<file path="src/design/tac_pkg.sv">
// Function
// RULE1 - mode 0: talk addressing starts the sequence
// RULE2 - mode 1: talk addressing halts the sequence
// RULE3 - mode 2: group execute trigger starts the sequence
// RULE4 - mode 3: group execute trigger halts the sequence
// RULE5 - mode 4: an execute character starts the sequence
// RULE6 - mode 5: an execute character halts the sequence
// RULE7 - mode 6: an external pulse starts the sequence
// RULE8 - mode 7: an external pulse halts the sequence
// RULE9 - bus clear defaults select mode 6, external pulse start
// RULE10 - bus, external input and panel key trigger step, cycle or continuous runs
// RULE11 - single cycle steps every programmed location in turn, one dwell each
// RULE12 - a new trigger mode takes effect when its command string executes
// RULE13 - default terminator is carriage return then line feed
// RULE14 - power up, device clear and selected device clear restore the default
// RULE15 - terminator command loads the following characters as terminator
// RULE16 - capitals, digits, blank, plus, minus, slash, comma, period, e are not terminators
// RULE17 - two following characters give both in order, one gives one
// RULE18 - delete after the terminator command means no terminator at all
// RULE19 - terminator goes after every data string and status word, in given order
// RULE20 - illegal option with error service enabled requests service, sets error bits
// RULE21 - serial poll read releases the request and clears latched status bits
// RULE22 - status bit 6 shows service requested, bit 5 flags an error
// RULE23 - stimuli not matching the selected mode leave the sequencer unchanged
`default_nettype none

package tac_pkg;

    // ----------------------------------------------------------------
    // trigger modes
    // ----------------------------------------------------------------
    localparam logic [2:0] MODE_START_TALK = 3'h0;
    localparam logic [2:0] MODE_STOP_TALK = 3'h1;
    localparam logic [2:0] MODE_START_GET = 3'h2;
    localparam logic [2:0] MODE_STOP_GET = 3'h3;
    localparam logic [2:0] MODE_START_EXEC = 3'h4;
    localparam logic [2:0] MODE_STOP_EXEC = 3'h5;
    localparam logic [2:0] MODE_START_EXT = 3'h6;
    localparam logic [2:0] MODE_STOP_EXT = 3'h7;
    localparam logic [2:0] MODE_DEFAULT = MODE_START_EXT;

    // ----------------------------------------------------------------
    // command characters
    // ----------------------------------------------------------------
    localparam logic [7:0] CHR_CR = 8'h0D;
    localparam logic [7:0] CHR_LF = 8'h0A;
    localparam logic [7:0] CHR_DEL = 8'h7F;
    localparam logic [7:0] CMD_TRIG = 8'h54;
    localparam logic [7:0] CMD_TERM = 8'h59;
    localparam logic [7:0] CMD_EXEC = 8'h58;
    localparam logic [7:0] CHR_MODE_LO = 8'h30;
    localparam logic [7:0] CHR_MODE_HI = 8'h37;

    // ----------------------------------------------------------------
    // terminator defaults
    // ----------------------------------------------------------------
    localparam logic [1:0] TERM_LEN_MAX = 2'h2;
    localparam logic [1:0] TERM_LEN_DEFAULT = 2'h2;
    localparam logic [7:0] TERM_C0_DEFAULT = CHR_CR;
    localparam logic [7:0] TERM_C1_DEFAULT = CHR_LF;

    // ----------------------------------------------------------------
    // sequencer and status byte
    // ----------------------------------------------------------------
    localparam logic [6:0] LOC_FIRST = 7'h01;
    localparam logic [6:0] LOC_STEP = 7'h01;
    localparam logic [7:0] STATUS_RESET = 8'h00;
    localparam int STAT_RQS_BIT = 6;
    localparam int STAT_ERR_BIT = 5;

    typedef enum logic [1:0] {
        TAC_SEQ_STEP = 2'h0,
        TAC_SEQ_CYCLE = 2'h1,
        TAC_SEQ_CONT = 2'h2
    } tac_seq_mode_t;

    // chars never allowed in a terminator
    function automatic logic tac_term_forbidden(input logic [7:0] c);
        return (c >= 8'h41 && c <= 8'h5A) || (c >= 8'h30 && c <= 8'h39) || c == 8'h20 || c == 8'h2B
            || c == 8'h2D || c == 8'h2F || c == 8'h2C || c == 8'h2E || c == 8'h65;
    endfunction : tac_term_forbidden

    // stimulus counts only in the given mode
    function automatic logic tac_mode_hit(input logic [2:0] mode, input logic [2:0] want, input logic stim);
        return stim && (mode == want);
    endfunction : tac_mode_hit

endpackage : tac_pkg

`default_nettype wire

</file>
<file path="src/design/tac_term_if.sv">
`default_nettype none

interface tac_term_if;
    logic [1:0] len;
    logic [7:0] c0;
    logic [7:0] c1;
    modport cfg (output len, c0, c1);
    modport tx (input len, c0, c1);
endinterface : tac_term_if

`default_nettype wire

</file>
<file path="src/design/tac_term_tx.sv">
`default_nettype none

module tac_term_tx (
    // clock and reset
    input wire logic i_clk,
    input wire logic i_rst_n,
    // terminator setting
    tac_term_if.tx term,
    // formatter side
    input wire logic i_send,
    input wire logic i_ready,
    output logic o_valid,
    output logic [7:0] o_char,
    output logic o_done
);
    import tac_pkg::*;

    typedef enum logic [2:0] {
        TX_IDLE = 3'b001,
        TX_FIRST = 3'b010,
        TX_SECOND = 3'b100
    } tac_tx_state_t;

    tac_tx_state_t state;
    logic [7:0] second;

    // ----------------------------------------------------------------
    // terminator emission
    // ----------------------------------------------------------------
    // chars copied at the send request, so a reprogram cannot mix old and new
    always_ff @(posedge i_clk or negedge i_rst_n) begin
        if (!i_rst_n) begin
            state <= TX_IDLE;
            o_char <= 8'h00;
            second <= 8'h00;
            o_done <= 1'b0;
        end else begin
            o_done <= 1'b0;
            case (state)
                TX_IDLE: begin
                    if (i_send) begin
                        o_char <= term.c0; // RULE19
                        second <= term.c1;
                        if (term.len == 2'h0) begin
                            o_done <= 1'b1; // RULE18
                        end else if (term.len == 2'h1) begin
                            state <= TX_SECOND; // RULE17
                        end else begin
                            state <= TX_FIRST; // RULE17
                        end
                    end
                end
                TX_FIRST: begin
                    if (i_ready) begin
                        o_char <= second; // RULE19
                        state <= TX_SECOND;
                    end
                end
                TX_SECOND: begin
                    if (i_ready) begin
                        o_done <= 1'b1;
                        state <= TX_IDLE;
                    end
                end
                default: begin
                    state <= TX_IDLE;
                end
            endcase
        end
    end

    assign o_valid = (state != TX_IDLE);

endmodule : tac_term_tx

`default_nettype wire

</file>
<file path="src/design/tac_trig_term.sv">
`default_nettype none

module tac_trig_term (
    // clock and reset
    input wire logic i_clk,
    input wire logic i_rst_n,
    // bus events, one-cycle pulses
    input wire logic i_talk_addr,
    input wire logic i_get,
    input wire logic i_dcl,
    input wire logic i_sdc,
    input wire logic i_spoll_read,
    // command character stream
    input wire logic i_cmd_valid,
    input wire logic [7:0] i_cmd_char,
    // other stimuli
    input wire logic i_ext_trig,
    input wire logic i_panel_key,
    // sequencer
    input wire tac_pkg::tac_seq_mode_t i_seq_mode,
    input wire logic [6:0] i_last_loc,
    input wire logic i_dwell_done,
    output logic o_running,
    output logic [6:0] o_mem_loc,
    output logic o_step_apply,
    output logic o_cycle_end,
    output logic [2:0] o_trig_mode,
    // status byte
    input wire logic i_srq_err_en,
    input wire logic i_illegal_option,
    input wire logic [7:0] i_live_status,
    output logic o_srq,
    output logic [7:0] o_status_byte,
    // terminator to output formatter
    input wire logic i_fmt_end,
    input wire logic i_term_ready,
    output logic o_term_valid,
    output logic [7:0] o_term_char,
    output logic o_term_done
);
    import tac_pkg::*;

    typedef enum logic [2:0] {
        P_IDLE = 3'b001,
        P_TMODE = 3'b010,
        P_TERM = 3'b100
    } tac_parse_state_t;

    // ----------------------------------------------------------------
    // declarations
    // ----------------------------------------------------------------
    tac_parse_state_t pstate;
    tac_parse_state_t next_pstate;
    logic [2:0] mode;
    logic [2:0] pend_mode;
    logic pend_mode_vld;
    logic [1:0] y_cnt;
    logic [7:0] y_c0;
    logic [7:0] y_c1;
    logic y_ovf;
    logic [1:0] pend_len;
    logic [7:0] pend_c0;
    logic [7:0] pend_c1;
    logic pend_term_vld;
    logic [1:0] term_len;
    logic [7:0] term_c0;
    logic [7:0] term_c1;
    logic bus_clear;
    logic t_char;
    logic t_ok;
    logic y_char;
    logic y_end;
    logic y_good;
    logic [1:0] y_len;
    logic idle_char;
    logic x_exec;
    logic illegal_int;
    logic err_ev;
    logic ext_prev;
    logic ext_pulse;
    logic start_ev;
    logic halt_ev;
    logic srq;
    logic err;
    logic [7:0] snap;

    tac_term_if term_cfg ();

    assign bus_clear = i_dcl || i_sdc;

    // ----------------------------------------------------------------
    // command character decode
    // ----------------------------------------------------------------
    // a forbidden char closes a terminator field
    // and is decoded as a command char too
    always_comb begin
        t_char = i_cmd_valid && (pstate == P_TMODE);
        t_ok = t_char && (i_cmd_char >= CHR_MODE_LO) && (i_cmd_char <= CHR_MODE_HI);
        y_char = i_cmd_valid && (pstate == P_TERM) && !tac_term_forbidden(i_cmd_char); // RULE16
        y_end = i_cmd_valid && (pstate == P_TERM) && tac_term_forbidden(i_cmd_char); // RULE16
        idle_char = i_cmd_valid && ((pstate == P_IDLE) || y_end);
        x_exec = idle_char && (i_cmd_char == CMD_EXEC);
        y_len = (y_c0 == CHR_DEL) ? 2'h0 : y_cnt; // RULE18
        y_good = y_end && !y_ovf && (y_cnt != 2'h0);
        illegal_int = (t_char && !t_ok)
            || (y_end && (y_ovf || (y_cnt == 2'h0)))
            || (y_char && (y_cnt == TERM_LEN_MAX));
    end

    always_comb begin
        next_pstate = pstate;
        case (pstate)
            P_IDLE, P_TERM: begin
                if (idle_char) begin
                    if (i_cmd_char == CMD_TRIG) begin
                        next_pstate = P_TMODE;
                    end else if (i_cmd_char == CMD_TERM) begin
                        next_pstate = P_TERM;
                    end else begin
                        next_pstate = P_IDLE;
                    end
                end
            end
            P_TMODE: begin
                if (i_cmd_valid) begin
                    next_pstate = P_IDLE;
                end
            end
            default: begin
                next_pstate = P_IDLE;
            end
        endcase
    end

    always_ff @(posedge i_clk or negedge i_rst_n) begin
        if (!i_rst_n) begin
            pstate <= P_IDLE;
        end else if (bus_clear) begin
            pstate <= P_IDLE;
        end else begin
            pstate <= next_pstate;
        end
    end

    // ----------------------------------------------------------------
    // terminator field collection
    // ----------------------------------------------------------------
    always_ff @(posedge i_clk or negedge i_rst_n) begin
        if (!i_rst_n) begin
            y_cnt <= 2'h0;
            y_c0 <= 8'h00;
            y_c1 <= 8'h00;
            y_ovf <= 1'b0;
        end else if (bus_clear || (idle_char && (i_cmd_char == CMD_TERM))) begin
            y_cnt <= 2'h0;
            y_c0 <= 8'h00;
            y_c1 <= 8'h00;
            y_ovf <= 1'b0;
        end else if (y_char) begin
            if (y_cnt == 2'h0) begin
                y_c0 <= i_cmd_char; // RULE15
                y_cnt <= 2'h1;
            end else if (y_cnt == 2'h1) begin
                y_c1 <= i_cmd_char; // RULE17
                y_cnt <= 2'h2;
            end else begin
                y_ovf <= 1'b1;
            end
        end
    end

    // ----------------------------------------------------------------
    // pending settings, applied on execute
    // ----------------------------------------------------------------
    always_ff @(posedge i_clk or negedge i_rst_n) begin
        if (!i_rst_n) begin
            pend_mode <= MODE_DEFAULT;
            pend_mode_vld <= 1'b0;
        end else if (bus_clear || x_exec) begin
            pend_mode_vld <= 1'b0;
        end else if (t_ok) begin
            pend_mode <= i_cmd_char[2:0]; // RULE12
            pend_mode_vld <= 1'b1;
        end
    end

    always_ff @(posedge i_clk or negedge i_rst_n) begin
        if (!i_rst_n) begin
            pend_len <= TERM_LEN_DEFAULT;
            pend_c0 <= TERM_C0_DEFAULT;
            pend_c1 <= TERM_C1_DEFAULT;
            pend_term_vld <= 1'b0;
        end else if (bus_clear || x_exec) begin
            pend_term_vld <= 1'b0;
        end else if (y_good) begin
            pend_len <= y_len;
            pend_c0 <= y_c0;
            pend_c1 <= y_c1;
            pend_term_vld <= 1'b1;
        end
    end

    // the old mode judges the execute char itself;
    // the new one rules afterwards
    always_ff @(posedge i_clk or negedge i_rst_n) begin
        if (!i_rst_n) begin
            mode <= MODE_DEFAULT;
        end else if (bus_clear) begin
            mode <= MODE_DEFAULT; // RULE9
        end else if (x_exec && pend_mode_vld) begin
            mode <= pend_mode; // RULE12
        end
    end

    always_ff @(posedge i_clk or negedge i_rst_n) begin
        if (!i_rst_n) begin
            term_len <= TERM_LEN_DEFAULT; // RULE13
            term_c0 <= TERM_C0_DEFAULT;
            term_c1 <= TERM_C1_DEFAULT;
        end else if (bus_clear) begin
            term_len <= TERM_LEN_DEFAULT; // RULE14
            term_c0 <= TERM_C0_DEFAULT;
            term_c1 <= TERM_C1_DEFAULT;
        end else if (x_exec && y_good) begin
            term_len <= y_len; // RULE15
            term_c0 <= y_c0;
            term_c1 <= y_c1;
        end else if (x_exec && pend_term_vld) begin
            term_len <= pend_len; // RULE15
            term_c0 <= pend_c0;
            term_c1 <= pend_c1;
        end
    end

    // ----------------------------------------------------------------
    // trigger stimuli
    // ----------------------------------------------------------------
    always_ff @(posedge i_clk or negedge i_rst_n) begin
        if (!i_rst_n) begin
            ext_prev <= 1'b0;
        end else begin
            ext_prev <= i_ext_trig;
        end
    end

    assign ext_pulse = i_ext_trig && !ext_prev;

    // stimuli outside the selected mode drop out
    assign start_ev = tac_mode_hit(mode, MODE_START_TALK, i_talk_addr) // RULE1 RULE23
        || tac_mode_hit(mode, MODE_START_GET, i_get) // RULE3
        || tac_mode_hit(mode, MODE_START_EXEC, x_exec) // RULE5
        || tac_mode_hit(mode, MODE_START_EXT, ext_pulse) // RULE7
        || (i_panel_key && !o_running); // RULE10
    assign halt_ev = tac_mode_hit(mode, MODE_STOP_TALK, i_talk_addr) // RULE2 RULE23
        || tac_mode_hit(mode, MODE_STOP_GET, i_get) // RULE4
        || tac_mode_hit(mode, MODE_STOP_EXEC, x_exec) // RULE6
        || tac_mode_hit(mode, MODE_STOP_EXT, ext_pulse) // RULE8
        || (i_panel_key && o_running); // RULE10

    // ----------------------------------------------------------------
    // memory sequencer
    // ----------------------------------------------------------------
    // single step moves one location per start and never stays running
    always_ff @(posedge i_clk or negedge i_rst_n) begin
        if (!i_rst_n) begin
            o_running <= 1'b0;
            o_mem_loc <= LOC_FIRST;
            o_step_apply <= 1'b0;
            o_cycle_end <= 1'b0;
        end else begin
            o_step_apply <= 1'b0;
            o_cycle_end <= 1'b0;
            if (halt_ev) begin
                o_running <= 1'b0; // RULE10
            end else if (start_ev && !o_running) begin
                o_step_apply <= 1'b1; // RULE10
                if (i_seq_mode == TAC_SEQ_STEP) begin
                    o_mem_loc <= (o_mem_loc >= i_last_loc) ? LOC_FIRST : o_mem_loc + LOC_STEP;
                end else begin
                    o_mem_loc <= LOC_FIRST; // RULE11
                    o_running <= 1'b1;
                end
            end else if (o_running && i_dwell_done) begin
                if (o_mem_loc >= i_last_loc) begin
                    if (i_seq_mode == TAC_SEQ_CONT) begin
                        o_mem_loc <= LOC_FIRST;
                        o_step_apply <= 1'b1;
                    end else begin
                        o_running <= 1'b0; // RULE11
                        o_cycle_end <= 1'b1;
                    end
                end else begin
                    o_mem_loc <= o_mem_loc + LOC_STEP; // RULE11
                    o_step_apply <= 1'b1;
                end
            end
        end
    end

    assign o_trig_mode = mode;

    // ----------------------------------------------------------------
    // error and service request status
    // ----------------------------------------------------------------
    assign err_ev = illegal_int || i_illegal_option;

    // a new error in the poll cycle survives the clear
    always_ff @(posedge i_clk or negedge i_rst_n) begin
        if (!i_rst_n) begin
            srq <= 1'b0;
            err <= 1'b0;
            snap <= STATUS_RESET;
        end else begin
            if (err_ev) begin
                err <= 1'b1; // RULE20
            end else if (i_spoll_read) begin
                err <= 1'b0; // RULE21
            end
            if (err_ev && i_srq_err_en) begin
                srq <= 1'b1; // RULE20
                if (!srq) begin
                    snap <= i_live_status;
                end
            end else if (i_spoll_read) begin
                srq <= 1'b0; // RULE21
            end
        end
    end

    // live bits are frozen while a request is pending
    always_ff @(posedge i_clk or negedge i_rst_n) begin
        if (!i_rst_n) begin
            o_status_byte <= STATUS_RESET;
        end else begin
            o_status_byte <= srq ? snap : i_live_status;
            o_status_byte[STAT_RQS_BIT] <= srq; // RULE22
            o_status_byte[STAT_ERR_BIT] <= err; // RULE22
        end
    end

    assign o_srq = srq;

    // ----------------------------------------------------------------
    // terminator sender
    // ----------------------------------------------------------------
    assign term_cfg.len = term_len;
    assign term_cfg.c0 = term_c0;
    assign term_cfg.c1 = term_c1;

    tac_term_tx u_term_tx (
        .i_clk(i_clk),
        .i_rst_n(i_rst_n),
        .term(term_cfg.tx),
        .i_send(i_fmt_end),
        .i_ready(i_term_ready),
        .o_valid(o_term_valid),
        .o_char(o_term_char),
        .o_done(o_term_done)
    );

endmodule : tac_trig_term

`default_nettype wire

</file>
<file path="config.mk">
export PLATFORM = sky130hd
export DESIGN_NAME = tac_trig_term
export DESIGN_NICKNAME = d
export VERILOG_FILES = /design/src/design/tac_pkg.sv /design/src/design/tac_term_if.sv /design/src/design/tac_term_tx.sv /design/src/design/tac_trig_term.sv
export SDC_FILE = /design/constraint.sdc
export NUM_CORES = 1
export LEC_CHECK = 0
export BUFFER_PORTS_ARGS = -buffer_cell sky130_fd_sc_hd__buf_2
export CAP_MARGIN = 20
export CORE_UTILIZATION = 43
export DETAILED_ROUTE_END_ITERATION = 8
export SYNTH_ARGS = -nofsm -noshare
export SYNTH_HDL_FRONTEND = slang
export SYNTH_HIERARCHICAL = 1
export SYNTH_SLANG_ARGS = --single-unit
</file>
<file path="constraint.sdc">
create_clock -name i_clk -period 6.4 [get_ports i_clk]
set_input_delay 0.96 -clock i_clk [delete_from_list [all_inputs] [get_ports i_clk]]
set_output_delay 0.96 -clock i_clk [all_outputs]
set_load 0.02 [all_outputs]
</file>
---- Word-level counts from Yosys, hierarchy flattened ----
Index checks and enable logic that the tools add are counted.
word-level totals
  bits in registers ....................... 115
  output and inout port bits .............. 32
cells by class
  add/subtract/negate cells ............... 1
  order comparisons ....................... 6
  eq/ne operators ......................... 40
  muxes and demuxes ....................... 76
  bitwise operators ....................... 3
  reduce and logical (&&, ||, !) cells .... 95
operators with widths
  cell                                                 count
  two-way mux 8 bit                                    16
  equality test 8 x 6 -> 1 bit, second input constant  6
  two-way mux 7 bit                                    6
  equality test 8 x 7 -> 1 bit, second input constant  5
  two-way mux 3 bit                                    12
  logical AND 1 bit                                    33
  two-way mux 1 bit                                    30
  logical OR 1 bit                                     24
  nonzero test 2 bit                                   11
  equality test 3 bit, second input constant           6
  <= comparator 8 x 6 -> 1 bit, second input constant  2
  two-way mux 2 bit                                    8
  case mux 8 bit (2 select lines)                      1
  AND reduction 2 bit                                  7
  equality test 3 x 2 -> 1 bit, second input constant  4
  inequality test 3 bit, second input constant         4
  AND reduction 3 bit                                  4
  nonzero test 3 bit                                   4
  inequality test 2 bit, second input constant         5
  equality test 3 x 1 -> 1 bit, second input constant  3
  case mux 3 bit (3 select lines)                      1
  >= comparator 8 x 6 -> 1 bit, second input constant  1
  >= comparator 8 x 7 -> 1 bit, second input constant  1
  <= comparator 8 x 7 -> 1 bit, second input constant  1
  15 further kinds                                     26

---- Longest topological paths before layout ----
Gate-level depths: netlist of the first run.
  word-level depth ........................ 21
  depth in mapped cells ................... 10
  depth with buffers taken out ............ 10

---- Cells and area by module ----
The synthesis of the first run kept the hierarchy.
by module, submodules not included
  module         times used  cells each  area an instance (µm²)
  tac_trig_term  1           417         4,633.2
  tac_term_tx    1           68          927.1

---- Worst setup path after synthesis of the first run ----
OpenSTA, ideal clock, no wires.
  path type ............................... input -> register
  start point ............................. input i_cmd_char[1]
  end point ............................... register pend_c0[1]
  data arrival time ....................... 3,145 ps
  required time ........................... 6,275 ps
  setup slack ............................. 3,129 ps
  cell stages on the path ................. 10
  cell sequence ........................... clkbuf_1 or4_1 o22ai_1 o211ai_2 a31o_2 a21oi_2 and2_4 buf_6 buf_6 mux2_4
between the ends
  word-level cells in the longest chain between the ends .. 17
  elaborated cells between the ends (all ways) .. 31
  those cells by class .................... order compare: 4; eq/ne: 8; bitwise: 1; reduce/logical: 18
RTL lines
  item                                                        RTL line              text
  from (decl)                                                 tac_trig_term.sv:15   input wire logic [7:0] i_cmd_char,
  >= comparator 8 x 7 -> 1 bit, or another cell as far along  tac_pkg.sv:79         return (c >= 8'h41 && c <= 8'h5A) || (c >= 8'h30 && c <= 8'h39) || c == 8'h20 || c == 8'h2B
  logical AND 1 bit                                           tac_pkg.sv:79
  logical OR 1 bit (3 in a row)                               tac_pkg.sv:79
  logical OR 1 bit (5 in a row)                               tac_pkg.sv:80         || c == 8'h2D || c == 8'h2F || c == 8'h2C || c == 8'h2E || c == 8'h65;
  logical AND 1 bit                                           tac_trig_term.sv:100  y_end = i_cmd_valid && (pstate == P_TERM) && tac_term_forbidden(i_cmd_char);
  logical OR 1 bit                                            tac_trig_term.sv:101  idle_char = i_cmd_valid && ((pstate == P_IDLE) || y_end);
  logical AND 1 bit                                           tac_trig_term.sv:101
  logical AND 1 bit                                           tac_trig_term.sv:102  x_exec = idle_char && (i_cmd_char == CMD_EXEC);
  logical OR 1 bit                                            tac_trig_term.sv:193  end else if (bus_clear || x_exec) begin
  inverter 1 bit (no source line)                             -
  AND reduction 2 bit (no source line) (*)                    -
  to (signal assigned)                                        tac_trig_term.sv:197  pend_c0 <= y_c0;
  to (decl)                                                   tac_trig_term.sv:62   logic [7:0] pend_c0;
Mark *: on every way between the ends. The rest lies on a longest branch, timed or not.
A chain may end at the register's enable or synchronous reset.

---- Worst setup path in the final report of the first run ----
  start point ............................. input i_last_loc[5]
  end point ............................... register o_mem_loc[5]
between the ends
  word-level cells in the longest chain between the ends .. 4
  elaborated cells between the ends (all ways) .. 8
  those cells by class .................... order compare: 1; eq/ne: 1; mux: 5; reduce/logical: 1
RTL lines
  item                                         RTL line                                    text
  from (decl)                                  tac_trig_term.sv:21                         input wire logic [6:0] i_last_loc,
  >= comparator 7 bit (*)                      tac_trig_term.sv:278, tac_trig_term.sv:284
  two-way mux 7 bit, on equally long branches  tac_trig_term.sv:284, tac_trig_term.sv:278
  two-way mux 7 bit, on equally long branches  tac_trig_term.sv:283, tac_trig_term.sv:277
  two-way mux 7 bit                            tac_trig_term.sv:275                        end else if (start_ev && !o_running) begin
  to (signal assigned)                         tac_trig_term.sv:278                        o_mem_loc <= (o_mem_loc >= i_last_loc) ? LOC_FIRST : o_mem_loc + LOC_STEP;
  to (signal assigned)                         tac_trig_term.sv:293                        o_mem_loc <= o_mem_loc + LOC_STEP;
  to (decl)                                    tac_trig_term.sv:24                         output logic [6:0] o_mem_loc,
Mark *: on every way between the ends. The rest lies on a longest branch, timed or not. The select of a mux whose other input is x is not followed.

==> results.sh, run 1 <==
export IMPL_grtUsageTotal=0.193
export IMPL_grt_max_degree=80
export IMPL_place_area_um2=6030
export IMPL_final_nets=604
export IMPL_crit_slowest_cell="a2111oi_0"
export IMPL_dpl_hpwl_um=7940
export IMPL_critPathMaxFanout=8
export IMPL_gp_congestion=0.764
export IMPL_tns_ns=0
export IMPL_async_reset_ff_frac=1.00
export IMPL_worst_ir_drop_vdd_v=0.000153
export IMPL_tightest_slew_ns=0.758
export IMPL_ys_top_cells_by_area="dfrtp_1, mux2_2, dfstp_2"
export IMPL_hold_buffers=0
export IMPL_rows=41
export IMPL_path_class="in -> reg"
export IMPL_ios=72
export IMPL_fin_crit_sh=0.522
export IMPL_ant_nets=0
export IMPL_crit_chain="buf_2 > inv_1 > ha_1 > a2111oi_0 > o21ai_0 > a2111oi_0 > nor2_1 > or3_1 > o221ai_1"
export IMPL_diodes=0
export IMPL_clockBufferDepth=2
export IMPL_setup_violations=0
export IMPL_leakage_nw=3.04
export IMPL_first_global_vias=3811
export IMPL_r2r_slack_ns=3.26
export IMPL_drtIter0Drc=243
export IMPL_synth_edf_count=0
export IMPL_ff2ff_path_depth=7
export IMPL_totalWireLength_um=11700
export IMPL_viasPerCell=5.24
export IMPL_max_stage_delay_ns=0.66
export IMPL_cts_htree_levels=4
export IMPL_final_common_cell="dfrtp_1"
export IMPL_crit_arrival_ns=3.66
export IMPL_hp_class="reg -> reg"
export IMPL_portBuffers=69
export IMPL_ys_seq_elements=113
export IMPL_skew_ns=0.00964
export IMPL_synth_flop_cell="dfrtp_1"
export IMPL_syn_mean_instance_area_um2=11.5
export IMPL_worst_ep_required_time_ns=6.72
export IMPL_fp_coreArea_um2=12600
export IMPL_numCtsBuffers=17
export IMPL_rsz0062_at_grt="no"
export IMPL_grt_overflow=0
export IMPL_antenna_found_initial=0
export IMPL_clk_latency_ns=0.41
export IMPL_synth_top_area_cell="dfrtp_1"
export IMPL_clk_pin_slew_ns=0.05
export IMPL_reg2reg_to="o_mem_loc[5]"
export IMPL_grt_pass1_wl_um=19500
export IMPL_fin_area_um2=6590
export IMPL_numClockSinks=113
export IMPL_power_density_nw_per_um2=317
export IMPL_final_util=0.522
export IMPL_clockRootBuffer="clkbuf_16"
export IMPL_ctsResizeCount=0
export IMPL_drc=0
export IMPL_fmax_mhz=299
export IMPL_ys_warn_count=6
export IMPL_mostFrequentLayoutCells="dfrtp_1, buf_2, mux2_2"
export IMPL_crit_path_start="i_last_loc[5]"
export IMPL_relSlewSlack=0.493
export IMPL_drive_above_1_share=0.333
export IMPL_hold_viol_final=0
export IMPL_min_period_ns=3.34
export IMPL_post_cts_buffers=0
export IMPL_status="completed"
export IMPL_wire_per_inst_um=15.7
export IMPL_start_util=0.441
export IMPL_syn_nets=533
export IMPL_preCtsSetupSlack_ns=2.75
export IMPL_syn2layout_area_growth_pct=18.5
export IMPL_syn_area_um2=5560
export IMPL_crit_end="o_mem_loc[5]"
export IMPL_crit_top_cell="a2111oi_0"
export IMPL_yosysTopAreaCellShare=0.423
export IMPL_die_width_um=116
export IMPL_fin_ws_ns=3.06
export IMPL_drt_pass1_iterations=4
export IMPL_syn_inst=485
export IMPL_num_vias=3880
export IMPL_maxSlewViolCount=0
export IMPL_synthDistinctLibCells=64
export IMPL_cts_tree="built"
export IMPL_dieArea_um2=13400
export IMPL_start_kind="input port"
export IMPL_r2r_start="o_mem_loc[5]"
export IMPL_cap_violations=0
export IMPL_dieHeight_um=116
export IMPL_end_kind="register"
export IMPL_seq_area_frac_synth=0.513
==> worst min-delay path by stage <==
stage	startpoint	endpoint	slack (ns)	cells past startpoint
2_1_floorplan	err	o_status_byte[5]	0.35	0
6_report	err	o_status_byte[5]	0.38	0
3_5_place_dp	err	o_status_byte[5]	0.37	0
3_3_place_gp	err	o_status_byte[5]	0.36	0
4_1_cts	err	o_status_byte[5]	0.38	0
5_1_grt	err	o_status_byte[5]	0.38	0
==> cell usage after synthesis (3+ instances only) <==
cell type	count
nand3b_1	5
ha_1	8
or3_1	4
nand2b_1	6
dfstp_2	19
a211oi_1	11
and3_1	3
o31ai_1	3
o21ai_0	15
buf_6	5
nand3_1	10
inv_1	19
nor2_1	43
clkbuf_1	8
o21a_1	6
nor2b_1	15
a22o_1	4
nor2_2	3
a21oi_1	8
o22ai_1	3
mux2i_1	37
buf_2	8
nor4_1	5
nand2_1	29
nor3_1	7
dfrtp_1	94
mux2_2	45
or4_1	3
mux2_4	8
==> critical path: cells and delay by family <==
family / cells / cell delay, ns
and+or+nand+nor: 2 / 0.67
adders and majority gates: 1 / 0.29
AOI/OAI and AO/OA: 4 / 1.63
buffers and inverters: 2 / 0.11
==> logic make-up (layout without fill, tap and decap cells) <==
kind of cell / Yosys count / after routing / synth area share
adder cells (fa/ha/maj): 8 / 8 / 0.0180
AO/OA/AOI/OAI: 79 / 79 / 0.103
flip-flops: 113 / 113 / 0.513
multiplexers: 92 / 92 / 0.183
buffers and inverters: 42 / 125 / 0.0376
AND/OR/NAND/NOR: 151 / 151 / 0.145
==> power breakdown <==
group	internal [mW]	switching, mW	leakage, nW
Combinational	0.165	0.232	1.34
Sequential	0.781	0.0571	1.43
Clock	0.548	0.307	0.261
Total	1.49	0.596	3.04
==> metal layers <==
layer | vias up | routed length, um | global-route usage | share of wire
met3 | 18 | 338 | 0.0507 | 0.029
met5 | - | 0 | 0 | 0
met4 | 0 | 232 | 0.0821 | 0.020
met1 | 1900 | 5970 | 0.269 | 0.51
met2 | 65 | 5110 | 0.283 | 0.44
li1 | 1897 | - | - | -
==> final cells by class <==
cell class	instances	area [um^2]
Fill cell	1167	6030
Clock inverter	6	57.6
Tap cell	172	215
Timing Repair Buffer	74	405
Inverter	20	75.1
Sequential cell	113	2850
Clock buffer	25	475
Multi-Input combinational cell	330	2510
==> metrics by stage <==
| stage | hold WS [ns] | total power [mW] | std cells |
|---|---|---|---|
| after floorplan | 0.354 | 1.12 | 485 |
| after global placement | 0.359 | 1.24 | 708 |
| after detailed placement | 0.372 | 1.25 | 708 |
| after CTS | 0.381 | 2.12 | 739 |
| after global routing | 0.383 | 2.20 | 740 |
| final | 0.379 | 2.09 | 740 |
==> flip-flops by register name, indices dropped and copies added, names as in the netlist, 6 cells and up <==
register,cells
o_mem_loc,7
o_status_byte,8
pend_c0,8
pend_c1,8
snap,6
term_c0,8
term_c1,8
u_term_tx/o_char,8
u_term_tx/second,8
y_c0,8
y_c1,8
(Power assumes the default switching activity.)
==> inputs of run 2 (changes only) <==
clock period = 2.7 ns   (was 6.4 ns; I/O delays follow)
==> run 2 against run 1 <==
Against the previous run: sequential share of layout area is 2.7 points lower; register-to-register slack worse by 3.0 ns; utilization is 3.4 points higher; largest power group unchanged; wire length is 5.6% higher.
==> results.sh, run 2 (synthesis results as in run 1) <==
export IMPL_clk_latency_ns=0.42
export IMPL_rsz0062_at_grt="no"
export IMPL_maxSlewViolCount=0
export IMPL_tightest_slew_ns=0.653
export IMPL_worst_ir_drop_vdd_v=0.000516
export IMPL_cts_htree_levels=4
export IMPL_hold_viol_final=0
export IMPL_final_nets=639
export IMPL_crit_slowest_cell="or4_1"
export IMPL_diodes=0
export IMPL_ios=72
export IMPL_numCtsBuffers=17
export IMPL_dp_cells=743
export IMPL_final_common_cell="dfrtp_1"
export IMPL_skew_ns=0.0147
export IMPL_first_global_vias=4127
export IMPL_start_kind="input port"
export IMPL_cap_violations=0
export IMPL_grt_overflow=0
export IMPL_worst_ep_required_time_ns=2.99
export IMPL_holdPathEnd="ext_prev"
export IMPL_end_kind="register"
export IMPL_reg2reg_to="o_mem_loc[2]"
export IMPL_fp_coreArea_um2=12600
export IMPL_ant_nets=0
export IMPL_num_vias=4134
export IMPL_grtUsageTotal=0.204
export IMPL_dieHeight_um=116
export IMPL_clockBufferDepth=2
export IMPL_gp_congestion=0.787
export IMPL_crit_buf_inv=1
export IMPL_antenna_found_initial=0
export IMPL_drive_above_1_share=0.382
export IMPL_grt_pass1_wl_um=20700
export IMPL_finalPower_mw=5.61
export IMPL_numClockSinks=113
export IMPL_clk_pin_slew_ns=0.05
export IMPL_tns_ns=0
export IMPL_syn2layout_area_growth_pct=26.3
export IMPL_start_util=0.441
export IMPL_viasPerCell=5.33
export IMPL_critPathMaxFanout=7
export IMPL_drt_pass1_iterations=4
export IMPL_r2r_start="o_mem_loc[0]"
export IMPL_crit_arrival_ns=2.75
export IMPL_hp_start="i_ext_trig"
export IMPL_status="completed"
export IMPL_cts_tree="built"
export IMPL_instances_no_fill=776
export IMPL_dpl_hpwl_um=8740
export IMPL_r2r_slack_ns=0.24
export IMPL_min_period_ns=2.47
export IMPL_drc=0
export IMPL_power_density_nw_per_um2=799
export IMPL_path_class="in -> reg"
export IMPL_rows=41
export IMPL_dieArea_um2=13400
export IMPL_crit_family="compound AO/OA/AOI/OAI gates"
export IMPL_grt_max_degree=62
export IMPL_post_cts_buffers=0
export IMPL_drtIter0Drc=147
export IMPL_portBuffers=69
export IMPL_relSlewSlack=0.560
export IMPL_fin_crit_sh=0.914
export IMPL_crit_chain="buf_2 > or4_1 > o22ai_1 > o211ai_2 > a211o_1 > a31oi_1 > o31a_1 > mux2_2"
export IMPL_min_path_cells=1
export IMPL_hp_class="in -> reg"
export IMPL_fmax_mhz=405
export IMPL_setup_violations=0
export IMPL_leakage_nw=3.28
export IMPL_totalWireLength_um=12300
export IMPL_max_stage_delay_ns=0.58
export IMPL_clockRootBuffer="clkbuf_16"
export IMPL_mostFrequentLayoutCells="dfrtp_1, buf_2, mux2_2"
export IMPL_wire_per_inst_um=15.9
export IMPL_die_width_um=116
export IMPL_ff2ff_path_depth=10
==> run 2: worst max path at each step <==
stage,slack (ns),depth (start not counted),startpoint,end
floorplan,0.004,10,i_cmd_char[1],pend_c0[1]
global placement,-0.15,8,i_cmd_char[2],snap[4]
detailed placement,-0.21,8,i_cmd_char[2],snap[0]
CTS,0.02,10,o_mem_loc[0],o_mem_loc[2]
global route,0.03,8,pstate[0],o_mem_loc[2]
finish,0.23,8,i_cmd_char[2],snap[3]
==> run 2: report_power, final <==
part / switching (mW) / internal [mW] / leakage [nW]
registers: 0.109 / 1.85 / 1.43
clock network: 0.754 / 1.77 / 0.327
logic: 0.629 / 0.496 / 1.53
total: 1.49 / 4.12 / 3.28
==> run 2: area by class of cell <==
cell class	instances	area, um^2
Inverter	20	75.1
Fill cell	1113	5600
Sequential cell	113	2850
Multi-Input combinational cell	330	2530
Clock inverter	11	208
Tap cell	172	215
Clock buffer	21	460
Timing Repair Buffer	109	676
==> run 2: stage by stage <==
stage	worst slack, ns	util	instance area [um^2]	hold slack (ns)
after global placement	-0.152	0.500	6310	0.324
after detailed placement	-0.208	0.500	6310	0.324
after global routing	0.0314	0.556	7020	0.0952
after floorplan	0.00373	-	5570	0.109
final	0.233	0.556	7020	0.107
after CTS	0.0202	0.555	7000	0.0862
==> run 2: layer usage <==
layer / share of wire / vias to the layer above / GRT usage
met2: 0.49 / 80 / 0.331
met4: 0.018 / 0 / 0.0855
li1: - / 1957 / -
met3: 0.038 / 19 / 0.0492
met5: 0 / - / 0
met1: 0.45 / 2078 / 0.263
==> run 2: repair_timing <==
action,4_1_cts,5_1_grt
resized for setup,1,5
hold buffers,1,0
endpoints found under the hold margin,13,0
cloned,0,0
endpoints found under the setup margin,6,6
pin swaps,0,1
